$ cat src/gpio_port_consts.vh
// Constants shared by the bidirectional port block: indices, fields, resets.
`ifndef GPIO_PORT_CONSTS_VH
`define GPIO_PORT_CONSTS_VH

// Register indices; the bus byte address is four times the index.
`define IDX_DATA_A      10'h0c0
`define IDX_DATA_B      10'h0c1
`define IDX_DATA_C      10'h0c2
`define IDX_DIR_A       10'h0c4
`define IDX_DIR_B       10'h0c5
`define IDX_DIR_C       10'h0c6
`define IDX_IRQ_OPTION  10'h0c8
`define IDX_OPT_A       10'h0cc
`define IDX_OPT_B       10'h0cd
`define IDX_OPT_C       10'h0ce
`define IDX_IRQ_STATUS  10'h0d0
`define IDX_IRQ_MASK    10'h0d1

// Field positions in the interrupt option register.
`define IOR_LEVEL_BIT   6
`define IOR_EDGE_BIT    5
`define IOR_GLOBAL_BIT  4

// Field positions in the interrupt status and mask registers.
`define STAT_VEC1_BIT   0
`define STAT_VEC2_BIT   1

// Reset values.
`define RST_PORT_REG    8'h00
`define RST_IOR_BITS    3'h0
`define RST_IRQ_BITS    2'h0

// Interrupt trigger encodings handed to each port slice.
`define TRIG_FALL       2'h0
`define TRIG_RISE       2'h1
`define TRIG_LOW        2'h2

`endif

$ cat src/gpio_port_block.v
// Three bidirectional eight-pin ports behind an Avalon-MM register slave.
`include "gpio_port_consts.vh"

// Notes on behaviour
// - eight pins, each set by same-numbered bits
// - reset clears registers; inputs with pull-up
// - input sub-mode from option and data bits
// - output option picks open-drain or push-pull
// - input pins read back the pin level
// - output pins drive and read the latch
// - push-pull drives both levels; open-drain floats high
// - interrupt needs interrupt input and global allow
// - trigger type chosen per vector (ports B and C share one), not pin
// - alternate role only through the port registers
// - low power keeps pins; port interrupt wakes
// - first port falling edge or low level
// - second and third ports falling or rising
module gpio_port_block #(
    parameter WIDTH     = 8,
    parameter NUM_PORTS = 3
) (
    input  wire                       clock,
    input  wire                       reset_n,
    input  wire [11:0]                address,
    input  wire                       read,
    input  wire                       write,
    input  wire [3:0]                 byteenable,
    input  wire [31:0]                writedata,
    output wire [31:0]                readdata,
    output wire                       waitrequest,
    input  wire [NUM_PORTS*WIDTH-1:0] pin_in,
    output wire [NUM_PORTS*WIDTH-1:0] pin_out,
    output wire [NUM_PORTS*WIDTH-1:0] pin_oe,
    output wire [NUM_PORTS*WIDTH-1:0] pull_up_en,
    output wire [NUM_PORTS*WIDTH-1:0] analog_sel,
    output wire                       vec1_irq_req,
    output wire                       vec2_irq_req,
    output wire                       wake_req,
    output wire                       irq
);

    // Reset release goes through two flops; assertion stays asynchronous.
    reg                       rst_meta_ff;
    reg                       rst_sync_ff;
    wire                      rst_n;

    // Bus handshake state.
    reg                       ack_ff;
    reg  [31:0]               readdata_ff;
    wire                      req;
    wire [9:0]                index;
    wire                      commit_wr;

    // Interrupt option bits and the software interrupt registers.
    reg                       first_port_level_select_ff;
    reg                       second_vector_edge_select_ff;
    reg                       global_irq_allow_ff;
    reg  [1:0]                irq_status_ff;
    reg  [1:0]                irq_mask_ff;
    reg  [1:0]                nxt_irq_status;

    // Per-port views and strobes.
    wire [NUM_PORTS*WIDTH-1:0] data_view;
    wire [NUM_PORTS*WIDTH-1:0] dir_view;
    wire [NUM_PORTS*WIDTH-1:0] opt_view;
    wire [NUM_PORTS-1:0]       port_event;
    wire [NUM_PORTS-1:0]       wr_data;
    wire [NUM_PORTS-1:0]       wr_dir;
    wire [NUM_PORTS-1:0]       wr_opt;
    wire [2*NUM_PORTS-1:0]     trig_mode;
    wire                       vec1_event;
    wire                       vec2_event;
    reg  [31:0]                nxt_readdata;

    // Two-flop reset release so every flop leaves reset on one edge.
    always @(posedge clock or negedge reset_n) begin
        if (!reset_n) begin
            rst_meta_ff <= 1'b0;
            rst_sync_ff <= 1'b0;
        end else begin
            rst_meta_ff <= 1'b1;
            rst_sync_ff <= rst_meta_ff;
        end
    end

    assign rst_n = rst_sync_ff;

    // Every access waits exactly one cycle; read data is captured during
    // the wait so it is stable at the edge where waitrequest is low.
    assign req         = read | write;
    assign waitrequest = req & ~ack_ff;
    assign index       = address[11:2];
    assign commit_wr   = write & ack_ff & byteenable[0];
    assign readdata    = readdata_ff;

    // Acknowledge flop alternates so back-to-back requests each get a wait.
    always @(posedge clock or negedge rst_n) begin
        if (!rst_n) begin
            ack_ff <= 1'b0;
        end else begin
            ack_ff <= req & ~ack_ff;
        end
    end

    // Write strobes toward each port slice, one per register kind.
    assign wr_data[0] = commit_wr & (index == `IDX_DATA_A);
    assign wr_data[1] = commit_wr & (index == `IDX_DATA_B);
    assign wr_data[2] = commit_wr & (index == `IDX_DATA_C);
    assign wr_dir[0]  = commit_wr & (index == `IDX_DIR_A);
    assign wr_dir[1]  = commit_wr & (index == `IDX_DIR_B);
    assign wr_dir[2]  = commit_wr & (index == `IDX_DIR_C);
    assign wr_opt[0]  = commit_wr & (index == `IDX_OPT_A);
    assign wr_opt[1]  = commit_wr & (index == `IDX_OPT_B);
    assign wr_opt[2]  = commit_wr & (index == `IDX_OPT_C);

    // The first port chooses falling edge or low level.
    assign trig_mode[1:0] = first_port_level_select_ff ?
                            `TRIG_LOW : `TRIG_FALL;
    // The second and third ports share one falling or rising choice.
    assign trig_mode[3:2] = second_vector_edge_select_ff ?
                            `TRIG_RISE : `TRIG_FALL;
    assign trig_mode[5:4] = trig_mode[3:2];

    // One slice per port; each pin is set by its own bit of each register.
    genvar p;
    generate
        for (p = 0; p < NUM_PORTS; p = p + 1) begin : g_port
            pin_port_slice #(
                .WIDTH (WIDTH)
            ) u_slice (
                .clock      (clock),
                .rst_n      (rst_n),
                .wr_data    (wr_data[p]),
                .wr_dir     (wr_dir[p]),
                .wr_opt     (wr_opt[p]),
                .wdata      (writedata[WIDTH-1:0]),
                .trig_mode  (trig_mode[2*p+1:2*p]),
                .pin_in     (pin_in[WIDTH*p+WIDTH-1:WIDTH*p]),
                .pin_out    (pin_out[WIDTH*p+WIDTH-1:WIDTH*p]),
                .pin_oe     (pin_oe[WIDTH*p+WIDTH-1:WIDTH*p]),
                .pull_up_en (pull_up_en[WIDTH*p+WIDTH-1:WIDTH*p]),
                .analog_sel (analog_sel[WIDTH*p+WIDTH-1:WIDTH*p]),
                .data_view  (data_view[WIDTH*p+WIDTH-1:WIDTH*p]),
                .dir_view   (dir_view[WIDTH*p+WIDTH-1:WIDTH*p]),
                .opt_view   (opt_view[WIDTH*p+WIDTH-1:WIDTH*p]),
                .irq_event  (port_event[p])
            );
        end
    endgenerate

    // Interrupt option register; reserved bits are dropped on write.
    always @(posedge clock or negedge rst_n) begin
        if (!rst_n) begin
            first_port_level_select_ff   <= 1'b0;
            second_vector_edge_select_ff <= 1'b0;
            global_irq_allow_ff          <= 1'b0;
        end else if (commit_wr && (index == `IDX_IRQ_OPTION)) begin
            first_port_level_select_ff   <= writedata[`IOR_LEVEL_BIT];
            second_vector_edge_select_ff <= writedata[`IOR_EDGE_BIT];
            global_irq_allow_ff          <= writedata[`IOR_GLOBAL_BIT];
        end
    end

    // Vector requests leave only while the global allow bit is set.
    assign vec1_event   = port_event[0];
    assign vec2_event   = port_event[1] | port_event[2];
    assign vec1_irq_req = global_irq_allow_ff & vec1_event;
    assign vec2_irq_req = global_irq_allow_ff & vec2_event;
    // Pins are never touched by low power; any allowed request wakes.
    assign wake_req     = vec1_irq_req | vec2_irq_req;

    // Sticky status: a new event in the clearing cycle keeps its bit.
    always @* begin
        nxt_irq_status = irq_status_ff;
        if (commit_wr && (index == `IDX_IRQ_STATUS)) begin
            nxt_irq_status = irq_status_ff & ~writedata[1:0];
        end
        nxt_irq_status[`STAT_VEC1_BIT] =
            nxt_irq_status[`STAT_VEC1_BIT] | vec1_irq_req;
        nxt_irq_status[`STAT_VEC2_BIT] =
            nxt_irq_status[`STAT_VEC2_BIT] | vec2_irq_req;
    end

    // Status and mask registers.
    always @(posedge clock or negedge rst_n) begin
        if (!rst_n) begin
            irq_status_ff <= `RST_IRQ_BITS;
            irq_mask_ff   <= `RST_IRQ_BITS;
        end else begin
            irq_status_ff <= nxt_irq_status;
            if (commit_wr && (index == `IDX_IRQ_MASK)) begin
                irq_mask_ff <= writedata[1:0];
            end
        end
    end

    // Level output: high while any unmasked status bit is set.
    assign irq = |(irq_status_ff & irq_mask_ff);

    // Read mux. The option register is write-only and reads as zero, as
    // does any unmapped index; reads have no side effects.
    always @* begin
        nxt_readdata = 32'h0000_0000;
        case (index)
            `IDX_DATA_A:     nxt_readdata[7:0] = data_view[7:0];
            `IDX_DATA_B:     nxt_readdata[7:0] = data_view[15:8];
            `IDX_DATA_C:     nxt_readdata[7:0] = data_view[23:16];
            `IDX_DIR_A:      nxt_readdata[7:0] = dir_view[7:0];
            `IDX_DIR_B:      nxt_readdata[7:0] = dir_view[15:8];
            `IDX_DIR_C:      nxt_readdata[7:0] = dir_view[23:16];
            `IDX_OPT_A:      nxt_readdata[7:0] = opt_view[7:0];
            `IDX_OPT_B:      nxt_readdata[7:0] = opt_view[15:8];
            `IDX_OPT_C:      nxt_readdata[7:0] = opt_view[23:16];
            `IDX_IRQ_STATUS: nxt_readdata[1:0] = irq_status_ff;
            `IDX_IRQ_MASK:   nxt_readdata[1:0] = irq_mask_ff;
            default:         nxt_readdata = 32'h0000_0000;
        endcase
    end

    // Read data is captured in the wait cycle and held until the next read.
    always @(posedge clock or negedge rst_n) begin
        if (!rst_n) begin
            readdata_ff <= 32'h0000_0000;
        end else if (read && !ack_ff) begin
            readdata_ff <= nxt_readdata;
        end
    end

endmodule // gpio_port_block

$ cat src/pin_port_slice.v
// One eight-pin port: its three registers, pad drive, input sync, triggers.
`include "gpio_port_consts.vh"

module pin_port_slice #(
    parameter WIDTH = 8
) (
    input  wire             clock,
    input  wire             rst_n,
    input  wire             wr_data,
    input  wire             wr_dir,
    input  wire             wr_opt,
    input  wire [WIDTH-1:0] wdata,
    input  wire [1:0]       trig_mode,
    input  wire [WIDTH-1:0] pin_in,
    output wire [WIDTH-1:0] pin_out,
    output wire [WIDTH-1:0] pin_oe,
    output wire [WIDTH-1:0] pull_up_en,
    output wire [WIDTH-1:0] analog_sel,
    output wire [WIDTH-1:0] data_view,
    output wire [WIDTH-1:0] dir_view,
    output wire [WIDTH-1:0] opt_view,
    output wire             irq_event
);

    reg  [WIDTH-1:0] data_ff;
    reg  [WIDTH-1:0] dir_ff;
    reg  [WIDTH-1:0] opt_ff;
    reg  [WIDTH-1:0] sync1_ff;
    reg  [WIDTH-1:0] sync2_ff;
    reg  [WIDTH-1:0] prev_ff;
    wire [WIDTH-1:0] irq_pin_en;
    wire [WIDTH-1:0] hit;

    // Registers clear at reset, so every pin starts as input with pull-up.
    always @(posedge clock or negedge rst_n) begin
        if (!rst_n) begin
            data_ff <= `RST_PORT_REG;
            dir_ff  <= `RST_PORT_REG;
            opt_ff  <= `RST_PORT_REG;
        end else begin
            if (wr_data) begin
                data_ff <= wdata;
            end
            if (wr_dir) begin
                dir_ff <= wdata;
            end
            if (wr_opt) begin
                opt_ff <= wdata;
            end
        end
    end

    // Two flops guard against metastability; prev_ff only sees settled data.
    always @(posedge clock or negedge rst_n) begin
        if (!rst_n) begin
            sync1_ff <= {WIDTH{1'b1}};
            sync2_ff <= {WIDTH{1'b1}};
            prev_ff  <= {WIDTH{1'b1}};
        end else begin
            sync1_ff <= pin_in;
            sync2_ff <= sync1_ff;
            prev_ff  <= sync2_ff;
        end
    end

    // Pin modes decode bit by bit from direction, option and data.
    // Peripherals never take a pin over; only these bits select its role.
    genvar i;
    generate
        for (i = 0; i < WIDTH; i = i + 1) begin : g_pin
            assign pull_up_en[i] = ~dir_ff[i] & ~data_ff[i];
            assign analog_sel[i] = ~dir_ff[i] & opt_ff[i] &
                                   data_ff[i];
            assign irq_pin_en[i] = ~dir_ff[i] & opt_ff[i] &
                                   ~data_ff[i];
            // Open-drain keeps the high side off, so a one only releases.
            assign pin_oe[i]  = dir_ff[i] & (opt_ff[i] | ~data_ff[i]);
            assign pin_out[i] = dir_ff[i] & opt_ff[i] & data_ff[i];
            // Inputs read the synchronised pin, outputs the latch.
            assign data_view[i] = dir_ff[i] ? data_ff[i] : sync2_ff[i];
            assign hit[i] = (trig_mode == `TRIG_LOW)  ? ~sync2_ff[i] :
                            (trig_mode == `TRIG_RISE) ?
                                (sync2_ff[i] & ~prev_ff[i]) :
                                (~sync2_ff[i] & prev_ff[i]);
        end
    endgenerate

    assign dir_view  = dir_ff;
    assign opt_view  = opt_ff;
    // Only pins set up for interrupt input may raise the port event.
    assign irq_event = |(hit & irq_pin_en);

endmodule // pin_port_slice
$ cat config.mk
export PLATFORM = sky130hd
export DESIGN_NAME = gpio_port_block
export DESIGN_NICKNAME = d
export VERILOG_FILES = /design/src/gpio_port_block.v /design/src/pin_port_slice.v
export VERILOG_INCLUDE_DIRS = /design/src /design/src/src
export SDC_FILE = /design/constraint.sdc
export NUM_CORES = 1
export LEC_CHECK = 0
export ABC_CLOCK_PERIOD_IN_PS = 9180
export BUFFER_PORTS_ARGS = -buffer_cell sky130_fd_sc_hd__buf_2
export CORE_MARGIN = 4
export CORE_UTILIZATION = 45
export CTS_CLUSTER_DIAMETER = 100
export CTS_CLUSTER_SIZE = 14
export DETAILED_ROUTE_END_ITERATION = 10
export GPL_ROUTABILITY_DRIVEN = 0
export GPL_TIMING_DRIVEN = 0
export PLACE_DENSITY = 0.71
export SLEW_MARGIN = 25
export SYNTH_ARGS = -nofsm -noshare
export SYNTH_HDL_FRONTEND = slang
export SYNTH_SLANG_ARGS = --single-unit
$ cat constraint.sdc
create_clock -name clock -period 9.18 [get_ports clock]
set_input_delay 0.918 -clock clock [delete_from_list [all_inputs] [get_ports clock]]
set_output_delay 0.918 -clock clock [all_outputs]
set_load 0.01 [all_outputs]
Word-level counts from Yosys, hierarchy flattened
Cells that the tools add are included.
Word-level totals
  bits in registers: 162
  input port bits: 76
  output and inout bits: 133
  word-level logic and storage cells: 491
Cells by class
  equality and inequality tests: 16
  reduce and logical (&&, ||, !) cells: 9
  bitwise operators: 362
  multiplexer cells: 77
Operators with widths (count)
  AND 1 bit: 230
  equality test 10 x 8 -> 1 bit, second input constant: 12
  inverter 1 bit: 97
  two-way mux 1 bit: 73
  one-hot mux 6 bit (9 select lines): 1
  OR 1 bit: 29
  AND 8 bit: 3
  OR reduction 8 bit: 3
  one-hot mux 2 bit (11 select lines): 1
  AND 2 bit: 2
  logical AND 1 bit: 4
  two-way mux 2 bit: 2
  equality test 1 x 2 -> 1 bit, second input constant: 1
  equality test 2 x 1 -> 1 bit, second input constant: 1
  equality test 2 bit, second input constant: 1
  inverter 2 bit: 1
  OR reduction 2 bit: 1
  equality test 1 bit, second input constant: 1
  zero test 1 bit: 1

Logic depth before layout (Yosys ltp)
  word-level depth: 9
  gate-level depth with buffers: 8
  mapped depth without buffers: 5

Modules after synthesis
Synthesis repeated with hierarchy kept, for this count alone.
Second synthesis, totals
  cell total of the unflattened synthesis: 795
  area total of the unflattened synthesis: 8102.8 µm²
Modules (own cells, without submodules)
  pin_port_slice: sequential area each 1231.2 µm², area an instance 2098.3 µm², instances 3, cells each 195
  gpio_port_block: sequential area each 450.4 µm², area an instance 1808.0 µm², instances 1, cells each 210

Least setup slack after synthesis
Ideal clock, no wire load.
  kind: register -> output
  start: reg second_vector_edge_select_ff
  end: out wake_req
  buffers on the path: 1
  data required time: 8262 ps
  cell stages (with the launch flop): 7
  path slack: 6704 ps
  data arrival time: 1558 ps
  cell sequence: dfrtp_1 clkbuf_1 nor3b_1 o211ai_1 o2111ai_1 nor4_1 o21ai_0
On the way
  longest elaborated chain between the ends: 9
  elaborated cells between the ends (all ways): 42
  classes of those cells: eq/ne: 2; mux: 33; bitwise: 5; reduce/logical: 2
RTL lines
  start, declared: RTL line gpio_port_block.v:56  | reg second_vector_edge_select_ff;
  start signal, assigned: RTL line gpio_port_block.v:159  | second_vector_edge_select_ff <= writedata[`IOR_EDGE_BIT];
  two-way mux 1 bit (no source line) (*)
  equality test 1 bit (no source line)
  two-way mux 1 bit: RTL line pin_port_slice.v:82  | (trig_mode == `TRIG_RISE) ?
  two-way mux 1 bit: RTL line pin_port_slice.v:81  | assign hit[i] = (trig_mode == `TRIG_LOW) ? ~sync2_ff[i] :
  AND 8 bit: RTL line pin_port_slice.v:91  | assign irq_event = |(hit & irq_pin_en);
  OR reduction 8 bit: RTL line pin_port_slice.v:91
  OR 1 bit (*): RTL line gpio_port_block.v:166  | assign vec2_event = port_event[1] | port_event[2];
  AND 1 bit (*): RTL line gpio_port_block.v:168  | assign vec2_irq_req = global_irq_allow_ff & vec2_event;
  OR 1 bit (*): RTL line gpio_port_block.v:170  | assign wake_req = vec1_irq_req | vec2_irq_req;
  end, declared: RTL line gpio_port_block.v:38  | output wire wake_req,
Every way passes the cells marked *; elsewhere a longest branch is shown, timed or not.

Final worst setup path
Ends and elaborated chain as after synthesis.

==> results <==
- The post-synthesis to final-layout area growth is 22.9%.
- From bottom edge to top edge, the die measures ~140 um.
- The part of the power in the clock network is 45.3%.
- Across the routed clock network, the largest skew measured is 0.00617 ns.
- The static leakage power is 4.68 nW.
- The root cell of the clock tree is clkbuf_16.
- The number of synthesized flops with an enable pin is 0.
- The number of setup buffers added after CTS is 0.
- The final net count is 975.
- The worst setup path is launched from a register.
- Routed signal wires occupy layers up through met5.
- Summed over its instances, the top area cell type makes up between 20% and 30% of the synthesized netlist area.
- Summed over all nets, the switching power comes to 0.360 mW.
- Cell internal power was estimated by the tool at ~1.2 mW.
- STA classifies the critical path endpoint as an output pin.
- No sink is reached through more buffers than the 2 on the longest clock path.
- The relative contribution of combinational cells to total power is ~5.8%.
- The first-pass detailed-route iteration total is 7.
- The worst path in the final design needs a cycle of 3.96 ns, including I/O delays and setup.
- The run finished with clean final reports.
- Of the cells placed in the final design, the portion with a size suffix greater than 1 is 41.1%.
- The number of DRC markers in iteration 0 is between 500 and 600.
- The worst setup timing slack at the placement stage is 5.68 ns.
- Across all hold checks on the routed design, the worst slack comes to about 0.26 ns.
- The total negative slack is 0 ns.
- The initial antenna violation count is 1.
- The critical path is of the register to output pin type.
- The global-route usage over all layers is 22.7%.
- The number of antenna diodes in the final layout is 0.
- The number of CTS-inserted buffers is 17.
- For flop-to-flop paths, the worst setup slack is 6.60 ns.
- The wire length per cell is 19.3 um.
- The share of the Yosys chip area taken by registers is 53.1%.
- The worst min-delay path class is primary input to async pin.
- The largest area contributor in the netlist is dfrtp_1.
- The maximum ir drop on the vdd rail is 0.130 mV.
- Clock-pin slew was measured on the worst setup and hold paths at approximately 0.060 ns.
- The count of cells resized by post-cts repair is 0.
- The combined area of all synthesized cells is 7800 sq um.
- In this run the remaining antenna-violating nets after routing total 0.
- The filler cell count is 1445.
- In the detailed route, the total length drawn on met2 is 10.5 mm.
- Wire segments on met3 add up to between 1.5 and 2 mm in the final route.
- The area of the placeable core is 16800 sq um.
- The count of cells along the worst register-to-register path is 6.
- The hold violation count in the final report is 0.
- The biggest fanout along the worst timing path is 10.
- For the worst-skew pair, the clock arrives at the later sink with an insertion delay of 0.43 ns.
- Counting instances in the post-synthesis netlist gives the leading cell types as dfrtp_1 (90), nor2_1 (73), dfstp_2 (72).
- The number of sinks handled by clock tree synthesis is between 150 and 200.
- Entering global routing, the biggest net connects 55 pins.
- The final critical path takes up 43.1% of the cycle.
- The max-slew violation count came to 0.
- Power spread over the standard cell area amounts to 162 nW/um^2.
- The final global-route overflow total is 0.
- The die is 140 um wide.
- Using the TritonRoute via totals, the vias-per-cell ratio works out to 5.39.
- The highest attainable clock frequency is 0.253 GHz.
- The synthesis-stage register bit count is 162.
- The residual DRC count is 0.
- The switching part of the total is 23.1%.
- Sorting the synthesized cells by area gives the leading types as dfrtp_1 (29%), dfstp_2 (24%), mux2_2 (9.8%).
- Row generation in the floorplan step produced 47 rows.
- The number of top-level pins is about 210.
- The worst endpoint data arrival time is 3.04 ns.
- The HPWL after detailed placement is 16.3 mm.
- The area of the die is just under 20000 sq um.
- Yosys printed 0 warnings.
- Once routing completed, OpenROAD measured the worst setup slack at between 5 and 6 ns.
- In the post-synthesis netlist, the cell with the most instances is dfrtp_1.
- Of the total power, registers draw around 49%.
- Across all layers, the routed design uses 6102 vias.
- The combined area of the multi-input logic cells is 3310 sq um.
- The netlist uses about 60 different library cells.
- The count of port buffers added during placement is 150.
- The transition time of the tightest slew-check pin is 0.857 ns.
- The final wirelength is 21.9 mm.
- The via count of the first global-routing pass was 6069.
- Summing all flip-flop and latch instances after layout gives just over 4000 sq um.
- The async set-reset flop share out of synthesis is between 90% and 100%.
- Synthesis produced a netlist whose cell count is ~700.
- The most used flip-flop cell after synthesis is dfrtp_1.
- The critical path data required time is just over 8 ns.
- The maximum level of the CTS H-tree is 4.
- The mean instance size in the synthesized netlist is roughly 11 sq um.
- The wire length of the first global-routing pass is 34.1 mm.
- Setup repair after global routing left no endpoint under its margin.
- Once the floorplan was initialized, standard cells occupied 46.6% of the core.
- TritonCTS built the clock tree.
- Setup violations remaining at the end of the flow were counted as 0.
- The tool flagged a number of max-cap violations equal to 0.
- The worst-case headroom to the max-slew limit is 42.3%.
- The number of buffers inserted by hold repair at cts is 0.
- In the final routing, the length of wire on met1 measures approximately 9.2 mm.
layer usage:
metal	track usage, %	vias up
met1	30.0	2964
met2	36.3	249
li1	-	2852
met3	7.48	35
met4	6.17	2
met5	0	-
final cells by class:
class | count | share of cell area (%)
Multi-Input combinational cell | 479 | 34.6
Clock inverter | 12 | 1.36
Tap cell | 220 | 2.87
Timing Repair Buffer | 153 | 8.69
Inverter | 39 | 1.53
Clock buffer | 20 | 4.76
Sequential cell | 162 | 43.3
Buffer | 47 | 2.98
logic make-up after synthesis:
| family | count (synthesis) | synth area share [%] |
|---|---|---|
| other | 2 | 0.0963 |
| AOI/OAI and AO/OA | 124 | 11.2 |
| muxes | 100 | 14.6 |
| DFF | 162 | 53.1 |
| buffers and inverters | 86 | 5.53 |
| and+or+nand+nor | 230 | 15.4 |
state kept, by name, indices dropped and copies added (netlist names), 2 cells and up:
register	cells
g_port.u_slice.data_ff	24
irq_status_ff	2
g_port.u_slice.dir_view	24
g_port.u_slice.prev_ff	24
irq_mask_ff	2
g_port.u_slice.sync2_ff	24
g_port.u_slice.sync1_ff	24
g_port.u_slice.opt_view	24
readdata	8
through the flow:
step           utilization, %  instances  power (mW)  instance area, sq um
6_report                 57.2       1132        1.56                  9590
4_1_cts                  57.2       1132        1.57                  9590
5_1_grt                  57.2       1132        1.61                  9590
3_5_place_dp             53.7       1100       0.862                  9000
3_3_place_gp             53.2       1097       0.855                  8910
2_1_floorplan               -        727       0.821                  7890
worst max-delay path, stage by stage (launching register included):
cell and delay (ns):
dfrtp_1 0.43, clkbuf_1 0.49, nor3b_1 0.10, o211ai_1 0.29
o2111ai_1 0.19, nor4_1 0.77, o21ai_0 0.15, buf_2 0.18
path summary, 6_finish.rpt:
path                                                    start                       endpoint
worst min register to register  g_port[0].u_slice.sync1_ff[0]  g_port[0].u_slice.sync2_ff[0]
max in group asynchronous                               rst_n   g_port[1].u_slice.prev_ff[7]
worst min-delay path                                  reset_n                          rst_n
min in group clock              g_port[0].u_slice.sync1_ff[0]  g_port[0].u_slice.sync2_ff[0]
worst max-delay path             second_vector_edge_select_ff                       wake_req
worst max register to register   second_vector_edge_select_ff               irq_status_ff[1]
power groups by stage:
stage	logic, mW	registers (mW)	clock network (mW)
floorplan	0.0466	0.775	0
global placement	0.0734	0.782	0
detailed placement	0.0904	0.772	0
CTS	0.0908	0.760	0.718
global route	0.100	0.762	0.749
finish	0.0908	0.760	0.706
cells in the final DEF (no fill, tap or decap), types with 3 or more instances in the layout:
master     Yosys  final
a211oi_1       5      5
o21ai_0       24     24
buf_4         24     24
and3_1        24     24
conb_1         2     25
o32ai_1        5      5
a21oi_1       14     14
o211ai_1      13     13
nor3b_1       17     17
nand4_1        3      3
clkinv_2       0      4
inv_1         39     39
mux2_2        68     68
o2111ai_1     13     13
o2bb2ai_1      3      3
a21boi_0      23     23
dfrtp_1       90     89
o22ai_1        5      5
dfstp_2       72     72
and3b_1       16     16
clkbuf_16      0     17
buf_1          3      3
a22oi_1        6      6
buf_16         0      3
nand2_1       65     65
mux2_4         8      8
clkbuf_1      10     11
nor2b_1        5      5
buf_2          9    159
nand3_1        8      8
mux2i_1       22     22
nor2_1        73     73
Power figures use the tool's default switching activity.
